==> src/rtl/emb_consts.svh <==
`ifndef EMB_CONSTS_SVH
`define EMB_CONSTS_SVH

// Register indices; the APB byte address is four times the index.
`define EMB_IDX_PB_DATA     9'h0e2
`define EMB_IDX_PB_DIR      9'h0f2
`define EMB_IDX_PB_FSEL     9'h0f4
`define EMB_IDX_MSG_CTRL    9'h104
`define EMB_IDX_STATUS      9'h105

// Message control register fields.
`define EMB_CTRL_EMA_BIT    0
`define EMB_CTRL_BANK_LO    4
`define EMB_CTRL_BANK_HI    7
`define EMB_CTRL_MASK_LO    8
`define EMB_CTRL_MASK_HI    11

// Status register fields.
`define EMB_STAT_EMA_BIT    0
`define EMB_STAT_REG_LO     1
`define EMB_STAT_REG_HI     2
`define EMB_STAT_BANK_LO    4
`define EMB_STAT_BANK_HI    7

// Reset values.
`define EMB_RST_PB_DATA     16'h0000
`define EMB_RST_PB_DIR      16'h0000
`define EMB_RST_PB_FSEL     16'h0000
`define EMB_RST_BANK        4'h0
`define EMB_RST_MASK        4'hf

// Port B positions of the four bank lines.
`define EMB_BANK_LINE_0     8
`define EMB_BANK_LINE_1     9
`define EMB_BANK_LINE_2     13
`define EMB_BANK_LINE_3     14

// Address map: on-chip resources end here, and bit 15 clear marks the banked region.
`define EMB_ONCHIP_TOP      16'h01ff
`define EMB_MAIN_BIT        15

`endif

==> src/rtl/emb_pkg.sv <==
package emb_pkg;

	// Region that a memory access falls into.
	typedef enum logic [1:0] {
		EMB_REG_NONE   = 2'b00,
		EMB_REG_ONCHIP = 2'b01,
		EMB_REG_MAIN   = 2'b10,
		EMB_REG_BANK   = 2'b11
	} emb_region_e;

	// Memory request from the core.
	typedef struct packed {
		logic        valid;
		logic [15:0] addr;
	} emb_mem_req_s;

	// Decoded memory access, one cycle after the request.
	typedef struct packed {
		logic        valid;
		logic        onchip;
		logic        ext;
		logic        banked;
		logic [15:0] addr;
	} emb_mem_rsp_s;

	// State of one Port B pin driver.
	typedef struct packed {
		logic out;
		logic oe_n;
	} emb_pin_s;

	// State of the bank select block.
	typedef struct packed {
		logic [15:0]  pb_data;
		logic [15:0]  pb_dir;
		logic [15:0]  pb_fsel;
		logic         extended_addressing_enable;
		logic [3:0]   bank;
		logic [3:0]   mask;
		logic [3:0]   bank_q;
		emb_region_e  last_region;
		emb_mem_rsp_s rsp;
		logic [31:0]  prdata;
	} emb_top_s;

endpackage

==> src/rtl/emb_pin_mux.sv <==
`timescale 1ns/1ps

module emb_pin_mux (
	input  wire logic sys_clk,
	input  wire logic resetn,
	input  wire logic extended_addressing_enable,
	input  wire logic bank_use,
	input  wire logic bank_bit,
	input  wire logic fsel,
	input  wire logic dir,
	input  wire logic gp_data,
	input  wire logic sync_data,
	output logic      pin_out,
	output logic      pin_oe_n
);
	import emb_pkg::*;

	emb_pin_s st;
	emb_pin_s next_st;

	// Pick the owner of the pin; bank duty overrides the port function.
	always_comb begin
		next_st = st;
		if (extended_addressing_enable) begin
			if (bank_use) begin
				next_st.out  = bank_bit;
				next_st.oe_n = 1'b0;
			end else begin
				next_st.out  = 1'b0;
				next_st.oe_n = 1'b1;
			end
		end else if (fsel) begin
			next_st.out  = sync_data;
			next_st.oe_n = 1'b0;
		end else begin
			next_st.out  = gp_data;
			next_st.oe_n = ~dir;
		end
	end

	// Pins come up as inputs so nothing fights the board at power-up.
	always_ff @(posedge sys_clk or negedge resetn) begin
		if (!resetn) begin
			st <= '{out: 1'b0, oe_n: 1'b1};
		end else begin
			st <= next_st;
		end
	end

	assign pin_out  = st.out;
	assign pin_oe_n = st.oe_n;

endmodule

==> src/rtl/emb_top.sv <==
`timescale 1ns/1ps
`include "emb_consts.svh"

module emb_top (
	input  wire logic                 sys_clk,
	input  wire logic                 resetn,
	input  wire logic [11:0]          paddr,
	input  wire logic                 psel,
	input  wire logic                 penable,
	input  wire logic                 pwrite,
	input  wire logic [31:0]          pwdata,
	input  wire logic [3:0]           pstrb,
	output logic [31:0]               prdata,
	output logic                      pready,
	output logic                      pslverr,
	input  wire emb_pkg::emb_mem_req_s mem_req,
	output emb_pkg::emb_mem_rsp_s     mem_rsp,
	input  wire logic [15:0]          sync_out_data,
	input  wire logic [15:0]          port_b_in,
	output logic [15:0]               port_b_out,
	output logic [15:0]               port_b_oe_n,
	output logic [3:0]                bank_lines
);
	import emb_pkg::*;

	emb_top_s    st;
	emb_top_s    next_st;
	logic [8:0]  idx;
	logic        setup;
	logic        access;
	logic        mapped;
	logic        read_only;
	logic [15:0] rd_word;
	logic [15:0] wr_mask;
	logic [15:0] ctrl_word;
	logic [15:0] stat_word;
	logic [15:0] bank_use_v;
	logic [15:0] bank_val_v;
	emb_region_e region;

	// APB decode; the register index sits above the two byte-offset bits.
	assign idx    = paddr[10:2];
	assign setup  = psel & ~penable;
	assign access = psel & penable;

	always_comb begin
		mapped = (paddr[1:0] == 2'b00) && !paddr[11] &&
			((idx == `EMB_IDX_PB_DATA) || (idx == `EMB_IDX_PB_DIR) ||
			 (idx == `EMB_IDX_PB_FSEL) || (idx == `EMB_IDX_MSG_CTRL) ||
			 (idx == `EMB_IDX_STATUS));
		read_only = (idx == `EMB_IDX_STATUS);
	end

	// Register views built from the state fields.
	always_comb begin
		ctrl_word = 16'h0000;
		ctrl_word[`EMB_CTRL_EMA_BIT]                  = st.extended_addressing_enable;
		ctrl_word[`EMB_CTRL_BANK_HI:`EMB_CTRL_BANK_LO] = st.bank;
		ctrl_word[`EMB_CTRL_MASK_HI:`EMB_CTRL_MASK_LO] = st.mask;
		stat_word = 16'h0000;
		stat_word[`EMB_STAT_EMA_BIT]                  = st.extended_addressing_enable;
		stat_word[`EMB_STAT_REG_HI:`EMB_STAT_REG_LO]   = st.last_region;
		stat_word[`EMB_STAT_BANK_HI:`EMB_STAT_BANK_LO] = st.bank_q;
	end

	// Read mux; the data register returns the pin levels, as a port read should.
	always_comb begin
		case (idx)
			`EMB_IDX_PB_DATA:  rd_word = port_b_in;
			`EMB_IDX_PB_DIR:   rd_word = st.pb_dir;
			`EMB_IDX_PB_FSEL:  rd_word = st.pb_fsel;
			`EMB_IDX_MSG_CTRL: rd_word = ctrl_word;
			`EMB_IDX_STATUS:   rd_word = stat_word;
			default:           rd_word = 16'h0000;
		endcase
		if (!mapped) begin
			rd_word = 16'h0000;
		end
	end

	// Byte lanes 0 and 1 carry the 16-bit registers; upper lanes are ignored.
	assign wr_mask = {{8{pstrb[1]}}, {8{pstrb[0]}}};

	// Classify the address; only the low half outside on-chip space is banked.
	always_comb begin
		if (!mem_req.valid) begin
			region = EMB_REG_NONE;
		end else if (mem_req.addr <= `EMB_ONCHIP_TOP) begin
			region = EMB_REG_ONCHIP;
		end else if (mem_req.addr[`EMB_MAIN_BIT] || !st.extended_addressing_enable) begin
			region = EMB_REG_MAIN;
		end else begin
			region = EMB_REG_BANK;
		end
	end

	// Next state: register writes, read capture and memory decode.
	always_comb begin
		logic [15:0] ctrl_new;
		ctrl_new = (ctrl_word & ~wr_mask) | (pwdata[15:0] & wr_mask);
		next_st  = st;
		// Read data is captured in the setup cycle so prdata comes from a flop.
		if (setup) begin
			next_st.prdata = {16'h0000, rd_word};
		end
		if (access && pwrite && mapped && !read_only) begin
			case (idx)
				`EMB_IDX_PB_DATA: begin
					next_st.pb_data = (st.pb_data & ~wr_mask) | (pwdata[15:0] & wr_mask);
				end
				`EMB_IDX_PB_DIR: begin
					next_st.pb_dir = (st.pb_dir & ~wr_mask) | (pwdata[15:0] & wr_mask);
				end
				`EMB_IDX_PB_FSEL: begin
					next_st.pb_fsel = (st.pb_fsel & ~wr_mask) | (pwdata[15:0] & wr_mask);
				end
				`EMB_IDX_MSG_CTRL: begin
					next_st.extended_addressing_enable  = ctrl_new[`EMB_CTRL_EMA_BIT];
					next_st.bank = ctrl_new[`EMB_CTRL_BANK_HI:`EMB_CTRL_BANK_LO];
					next_st.mask = ctrl_new[`EMB_CTRL_MASK_HI:`EMB_CTRL_MASK_LO];
				end
				default: begin
					next_st.pb_data = st.pb_data;
				end
			endcase
		end
		// The bank on the pins moves only for a banked access; main and on-chip
		// accesses leave it alone so a shared routine never disturbs it.
		if (region == EMB_REG_BANK) begin
			next_st.bank_q = st.bank;
		end
		if (region != EMB_REG_NONE) begin
			next_st.last_region = region;
		end
		next_st.rsp.valid  = mem_req.valid;
		next_st.rsp.onchip = (region == EMB_REG_ONCHIP);
		next_st.rsp.ext    = (region == EMB_REG_MAIN) || (region == EMB_REG_BANK);
		next_st.rsp.banked = (region == EMB_REG_BANK);
		next_st.rsp.addr   = mem_req.addr;
	end

	always_ff @(posedge sys_clk or negedge resetn) begin
		if (!resetn) begin
			st.pb_data     <= `EMB_RST_PB_DATA;
			st.pb_dir      <= `EMB_RST_PB_DIR;
			st.pb_fsel     <= `EMB_RST_PB_FSEL;
			st.extended_addressing_enable         <= 1'b0;
			st.bank        <= `EMB_RST_BANK;
			st.mask        <= `EMB_RST_MASK;
			st.bank_q      <= `EMB_RST_BANK;
			st.last_region <= EMB_REG_NONE;
			st.rsp         <= '0;
			st.prdata      <= 32'h0000_0000;
		end else begin
			st <= next_st;
		end
	end

	// Zero-wait slave; reserved or misaligned addresses answer with an error.
	assign pready  = access;
	assign pslverr = access & (!mapped | (pwrite & read_only));
	assign prdata  = st.prdata;
	assign mem_rsp = st.rsp;

	// Spread the four bank bits and their use mask onto the Port B positions.
	always_comb begin
		bank_use_v = 16'h0000;
		bank_val_v = 16'h0000;
		bank_use_v[`EMB_BANK_LINE_0] = st.mask[0];
		bank_use_v[`EMB_BANK_LINE_1] = st.mask[1];
		bank_use_v[`EMB_BANK_LINE_2] = st.mask[2];
		bank_use_v[`EMB_BANK_LINE_3] = st.mask[3];
		bank_val_v[`EMB_BANK_LINE_0] = st.bank_q[0];
		bank_val_v[`EMB_BANK_LINE_1] = st.bank_q[1];
		bank_val_v[`EMB_BANK_LINE_2] = st.bank_q[2];
		bank_val_v[`EMB_BANK_LINE_3] = st.bank_q[3];
	end

	// One driver per Port B pin; lines outside the bank set never see ema.
	for (genvar i = 0; i < 16; i++) begin : g_pin
		localparam logic IS_BANK = (i == `EMB_BANK_LINE_0) || (i == `EMB_BANK_LINE_1) ||
			(i == `EMB_BANK_LINE_2) || (i == `EMB_BANK_LINE_3);
		emb_pin_mux u_pin (
			.sys_clk   (sys_clk),
			.resetn    (resetn),
			.extended_addressing_enable       (st.extended_addressing_enable & IS_BANK),
			.bank_use  (bank_use_v[i]),
			.bank_bit  (bank_val_v[i]),
			.fsel      (st.pb_fsel[i]),
			.dir       (st.pb_dir[i]),
			.gp_data   (st.pb_data[i]),
			.sync_data (sync_out_data[i]),
			.pin_out   (port_b_out[i]),
			.pin_oe_n  (port_b_oe_n[i])
		);
	end

	assign bank_lines = st.bank_q;

endmodule

==> config.mk <==
export PLATFORM = sky130hd
export DESIGN_NAME = emb_top
export DESIGN_NICKNAME = d
export VERILOG_FILES = /design/src/rtl/emb_pkg.sv /design/src/rtl/emb_pin_mux.sv /design/src/rtl/emb_top.sv
export VERILOG_INCLUDE_DIRS = /design/src /design/src/rtl
export SDC_FILE = /design/constraint.sdc
export NUM_CORES = 1
export LEC_CHECK = 0
export BUFFER_PORTS_ARGS = -buffer_cell sky130_fd_sc_hd__clkbuf_2
export CORE_MARGIN = 10
export CORE_UTILIZATION = 26
export CTS_CLUSTER_DIAMETER = 200
export CTS_CLUSTER_SIZE = 40
export DETAILED_ROUTE_END_ITERATION = 10
export SLEW_MARGIN = 15
export SYNTH_ARGS = -nofsm -noshare
export SYNTH_HDL_FRONTEND = slang
export SYNTH_SLANG_ARGS = --single-unit
==> constraint.sdc <==
create_clock -name sys_clk -period 1.6 [get_ports sys_clk]
set_input_delay 0.32 -clock sys_clk [delete_from_list [all_inputs] [get_ports sys_clk]]
set_output_delay 0.32 -clock sys_clk [all_outputs]
set_load 0.05 [all_outputs]
Yosys cells after proc, flatten, opt, wreduce, memory -nomap -nowiden
Index checks and enable logic that the tools add are counted.
{ "classes": {"magnitude_cmp": 1, "eq_ne": 8, "muxes": 29, "bitwise_logic": 32, "n_reduce_logical": 21} }
{ "ops": {"columns": ["op", "count"], "rows": [
  ["16-bit one-hot mux with 5 select lines", 1],
  ["16-bit AND", 4],
  ["2-bit 2-to-1 mux", 26],
  ["16-bit bitwise OR", 3],
  ["9-bit by 8-bit equality test with 1-bit output (second input constant)", 3],
  ["9-bit equality test (second input constant)", 2],
  ["1-bit NOT", 17],
  ["16-bit by 9-bit less-or-equal comparator with 1-bit output (second input constant)", 1],
  ["16-bit 2-to-1 mux", 1],
  ["16-bit NOT", 1],
  ["12-bit AND", 1],
  ["12-bit bitwise OR", 1],
  ["2-bit AND reduction", 4],
  ["1-bit logical OR", 6],
  ["1-bit logical AND", 5],
  ["1-bit AND", 4],
  ["2-bit equality test (second input constant)", 2],
  ["1-bit zero test", 4],
  ["2-bit by 1-bit equality test with 1-bit output (second input constant)", 1],
  ["2-bit zero test", 1],
  ["2-bit nonzero test", 1],
  ["1-bit 2-to-1 mux", 1],
  ["1-bit bitwise OR", 1]
]} }
{ "word_totals": {"regBits": 131, "input_bits": 102, "output_inout_bits": 90} }

Longest topological paths before layout
{ "depth": {"ltp_word": 9, "ltp_mapped": 6} }

By module
A second synthesis with hierarchy kept.
{ "unflattened": {"hier_cells": 470, "area_unflattened_um2": 5905.7} }
{ "modules_own_cells": {"columns": ["mod", "n_inst", "cells_each", "area_each_um2", "seq_area_each_um2"], "rows": [
  ["emb_top", 1, 358, 4544.4, 2482.4],
  ["emb_pin_mux", 16, 7, 85.1, 51.3]
]} }

Least setup slack after synthesis
OpenSTA, ideal clock, no wires.
{ "synth_path": {"path_kind": "input to output", "startpoint": "input port paddr[3]", "endpoint": "output port pslverr", "arrival_ns": 2.072, "slack_ns": -0.792, "path_stages": 4, "n_path_buf": 0, "path_cell_list": "or4bb_1 -> nor2_2 -> nand3_1 -> a31oi_1"} }
{ "synth_via": {"elab_chain_cells": 9, "elab_cells_between_ends": 14} }
{ "synth_rtl": {"columns": ["item", "line_no", "rtl"], "rows": [
  ["start, declared", "emb_top.sv:7", "input wire logic [11:0] paddr,"],
  ["9-bit by 8-bit equality test with 1-bit output", null, null],
  ["1-bit logical OR (4 in series)", "emb_top.sv:48", "((idx == `EMB_IDX_PB_DATA) || (idx == `EMB_IDX_PB_DIR) ||"],
  ["1-bit logical AND", "emb_top.sv:47", "mapped = (paddr[1:0] == 2'b00) && !paddr[11] &&"],
  ["1-bit zero test", "emb_top.sv:161", "assign pslverr = access & (!mapped | (pwrite & read_only));"],
  ["1-bit bitwise OR (*)", "emb_top.sv:161", null],
  ["1-bit AND (*)", "emb_top.sv:161", null],
  ["end, declared", "emb_top.sv:15", "output logic pslverr,"]
]} }
Mark *: on every way between the ends. The rest lies on a longest branch, timed or not.

Worst setup path after layout
Ends and elaborated chain as after synthesis.

==> metrics.md <==
| Metric | Value |
|---|---|
| Status | `finished with violations` |
| Failing checks | `setup timing` |
| IO Pins | `about 190` |
| Post-synthesis compound-gate area fraction | `under 10%` |
| Synth Warn # | `0` |
| Htree depth | `4` |
| Post-synthesis mux area share | `a little under a fifth` |
| Vias in the first global route | `4427` |
| Post-route ant nets | `0` |
| Post-synth top cells | `dfrtp_1 (111), buf_4 (88), mux2_2 (61)` |
| Slew margin rel. | `slightly below 60%` |
| Netlist cell types | `about 50` |
| Post-synth top area share | `~45%` |
| RSZ-0062 raised after global routing | `true` |
| Final setup vio count | `12` |
| Slowest Stage Delay on Critical Path | `around 560 ps` |
| Hold Path Class | `input pin to flip-flop` |
| Final net count | `around 730` |
| Seq/Total Area, Yosys | `a little over half` |
| First-pass GRT wire length | `between 20 and 30 mm` |
| P per Cell Area | `approximately 1000 nW/um^2` |
| Clock-pin slew on the worst setup and hold paths | `approximately 50 ps` |
| Synth area leader | `dfrtp_1` |
| Worst Path Arrival | `1680 ps` |
| GPL Wtd Cong | `between 0.8 and 0.9` |
| Initial antenna violation count | `2` |
| Synth Cell Area | `between 6000 and 7000 sq um` |
| Via count | `slightly above 4000` |
| Most common cell in the netlist | `dfrtp_1` |
| Critical path capture point type | `primary output` |
| Pre-CTS setup slack | `-455 ps` |
| Via/cell ratio | `between 4 and 5` |
| Setup_tns | `-617 ps` |
| First-iteration detailed-routing DRC count | `about 190` |
| Routed length per instance | `between 15 and 20 um` |
| Post-synth EDFFs | `0` |
| Synth Area in Adders | `0%` |
| Routed wire length | `around 18 mm` |
| Critical Path RT | `between 1000 and 1500 ps` |
| Clock Skew | `roughly 7.5 ps` |
| Final hold vios | `0` |
| Register bit total from synthesis | `131` |
| Synth Area in Simple Gates | `between 9 and 10%` |
| Largest family of logic cells by synthesized area | `multiplexers` |
| Startpoint types | `input pin` |
| Area of the die | `roughly 30000 sq um` |
| HPWL Detailed | `13.9 mm` |
| Maximum achievable frequency | `499 MHz` |
| Pins Over Slew Limit | `0` |
| Number of CTS-inserted buffers | `17` |
| Final worst slack | `-404 ps` |
| Non-filler cells, final | `963` |
| Port bufs | `approximately 160` |
| Area grow syn2layout | `31.0%` |
| Clock tree root buffer cell | `clkbuf_16` |
| Die W | `between 150 and 200 um` |
| All-layer global routing usage | `about 12%` |
| Core area | `between 20000 and 25000 sq um` |
| Max stage delay cell, worst path | `or4bb_4` |
| Worst path cell trace | `buf_6 -> or4bb_4 -> nor2_4 -> nand3_2 -> a31oi_4 -> buf_12` |
| Actual slew at the worst max-slew pin | `just over 600 ps` |
| Async set or reset register ratio after synthesis | `100%` |
| Fraction of layout cells with a size suffix above 1 | `57.3%` |
| Iteration count of the initial detailed-routing pass | `4` |
| Synth top area cells | `dfrtp_1 (45%), mux2_2 (11%), buf_4 (11%)` |
| XOR/XNOR Fraction of Synth Area | `0%` |
| CP Class | `input pin to primary output` |
| Fin crit period | `about 2000 ps` |
| Min Hold Slack | `29.5 ps` |
| Clock tree from TritonCTS | `done` |
| Cells after synthesis | `about 470` |
| Worst skew pair latency | `420 ps` |
| Pin count of the biggest net entering global routing | `approximately 40` |
| # rows | `56` |
| Most common flop cell mapped by yosys | `dfrtp_1` |
| Final period utilization | `125%` |
| Placed cell count | `approximately 910` |
| # DRC | `0` |
| Sink Count | `131` |
| Die height | `between 150 and 200 um` |
| CP Max Fanout | `4` |
| MaxCap Viol Count | `0` |
| Initial Util | `between 20% and 30%` |
| Mean Syn Cell Area | `12.9 sq um` |
| Lkg Pwr | `~4 nW` |
| Gr ovfl total | `0` |
| Worst vdd ir | `0.000572 V` |
| Clk buf depth | `2` |
layer usage:
layer | share of wire (%) | GRT usage [%] | vias up | wire length [um]
met2 | 45 | 18.1 | 146 | 8140
met3 | 8.3 | 5.38 | 17 | 1510
met5 | 0.11 | 0 | - | 20
li1 | - | - | 1894 | -
met1 | 45 | 15.4 | 2010 | 8230
met4 | 1.2 | 3.70 | 2 | 216
through the flow:
stage	cell area, sq um	util (%)	power (mW)
after floorplan	6270	-	3.93
after global placement	7210	31.0	4.20
after detailed placement	7210	31.0	4.21
after CTS	7910	34.0	8.16
after global routing	7990	34.4	8.39
final	8000	34.4	8.04
power breakdown:
| part | internal, mW | switching (mW) |
|---|---|---|
| Combinational | 0.252 | 0.529 |
| Sequential | 3.37 | 0.0218 |
| Clock | 2.41 | 1.46 |
placed cells by master, fill, tap and decap left out, types with 4 or more instances in the layout:
cell type,count
clkinv_2,4
a221oi_1,7
or3_1,4
a211oi_1,4
buf_6,6
dlygate4sd3_1,10
dfstp_2,20
mux2_4,24
conb_1,16
mux2i_1,16
clkbuf_16,17
nor3_1,5
mux2_2,57
nor2_1,23
buf_12,11
nand3_2,4
a22o_1,5
clkbuf_2,152
o21ai_0,14
buf_4,46
o2bb2ai_1,6
dfrtp_1,111
nand2_1,13
nand3_1,7
cell families (layout without fill, tap and decap cells):
family                 Yosys count  count (layout)
flip-flops                     131             131
multiplexers                    97              97
AO/OA/AOI/OAI                   49              49
buffers and inverters          104             259
other                            1              18
AND/OR/NAND/NOR                 90              90
worst max-delay path: cells and delay by family:
family	cells	cell delay [ps]
AOI/OAI and AO/OA	1	230
and+or+nand+nor	3	870
buffers and inverters	2	260
layout make-up:
| type | instances | area [sq um] |
|---|---|---|
| diodes | 2 | 5.00 |
| clock buffers | 23 | 478 |
| clock inverters | 9 | 104 |
| fillers | 2373 | 15300 |
| inverters | 2 | 7.51 |
| multi-input cells | 252 | 2210 |
| flip-flops and latches | 131 | 3300 |
| well taps | 319 | 399 |
| repair buffers | 225 | 1490 |
final timing paths:
kind,cells after the start,from,to,slack (ps)
max reg2reg,3,flip-flop,prdata[0],270
max in group asynchronous,3,resetn,g_pin[13].u_pin.pin_oe_n,600
min reg2reg,1,flip-flop,g_pin[5].u_pin.pin_oe_n,410
min in group asynchronous,2,resetn,async pin,400
max,6,paddr[3],pslverr,-400
min,1,mem_req[14],mem_rsp[14],30
what timing repair did:
action                                  CTS  global route
hold buffers                             10             0
buffers inserted                          2             5
gates resized for setup                   1            12
pin swaps                                 3            10
endpoints found under the hold margin    35             0
endpoints found under the setup margin    1            17
Note: power is estimated with default switching activity, not from simulation.
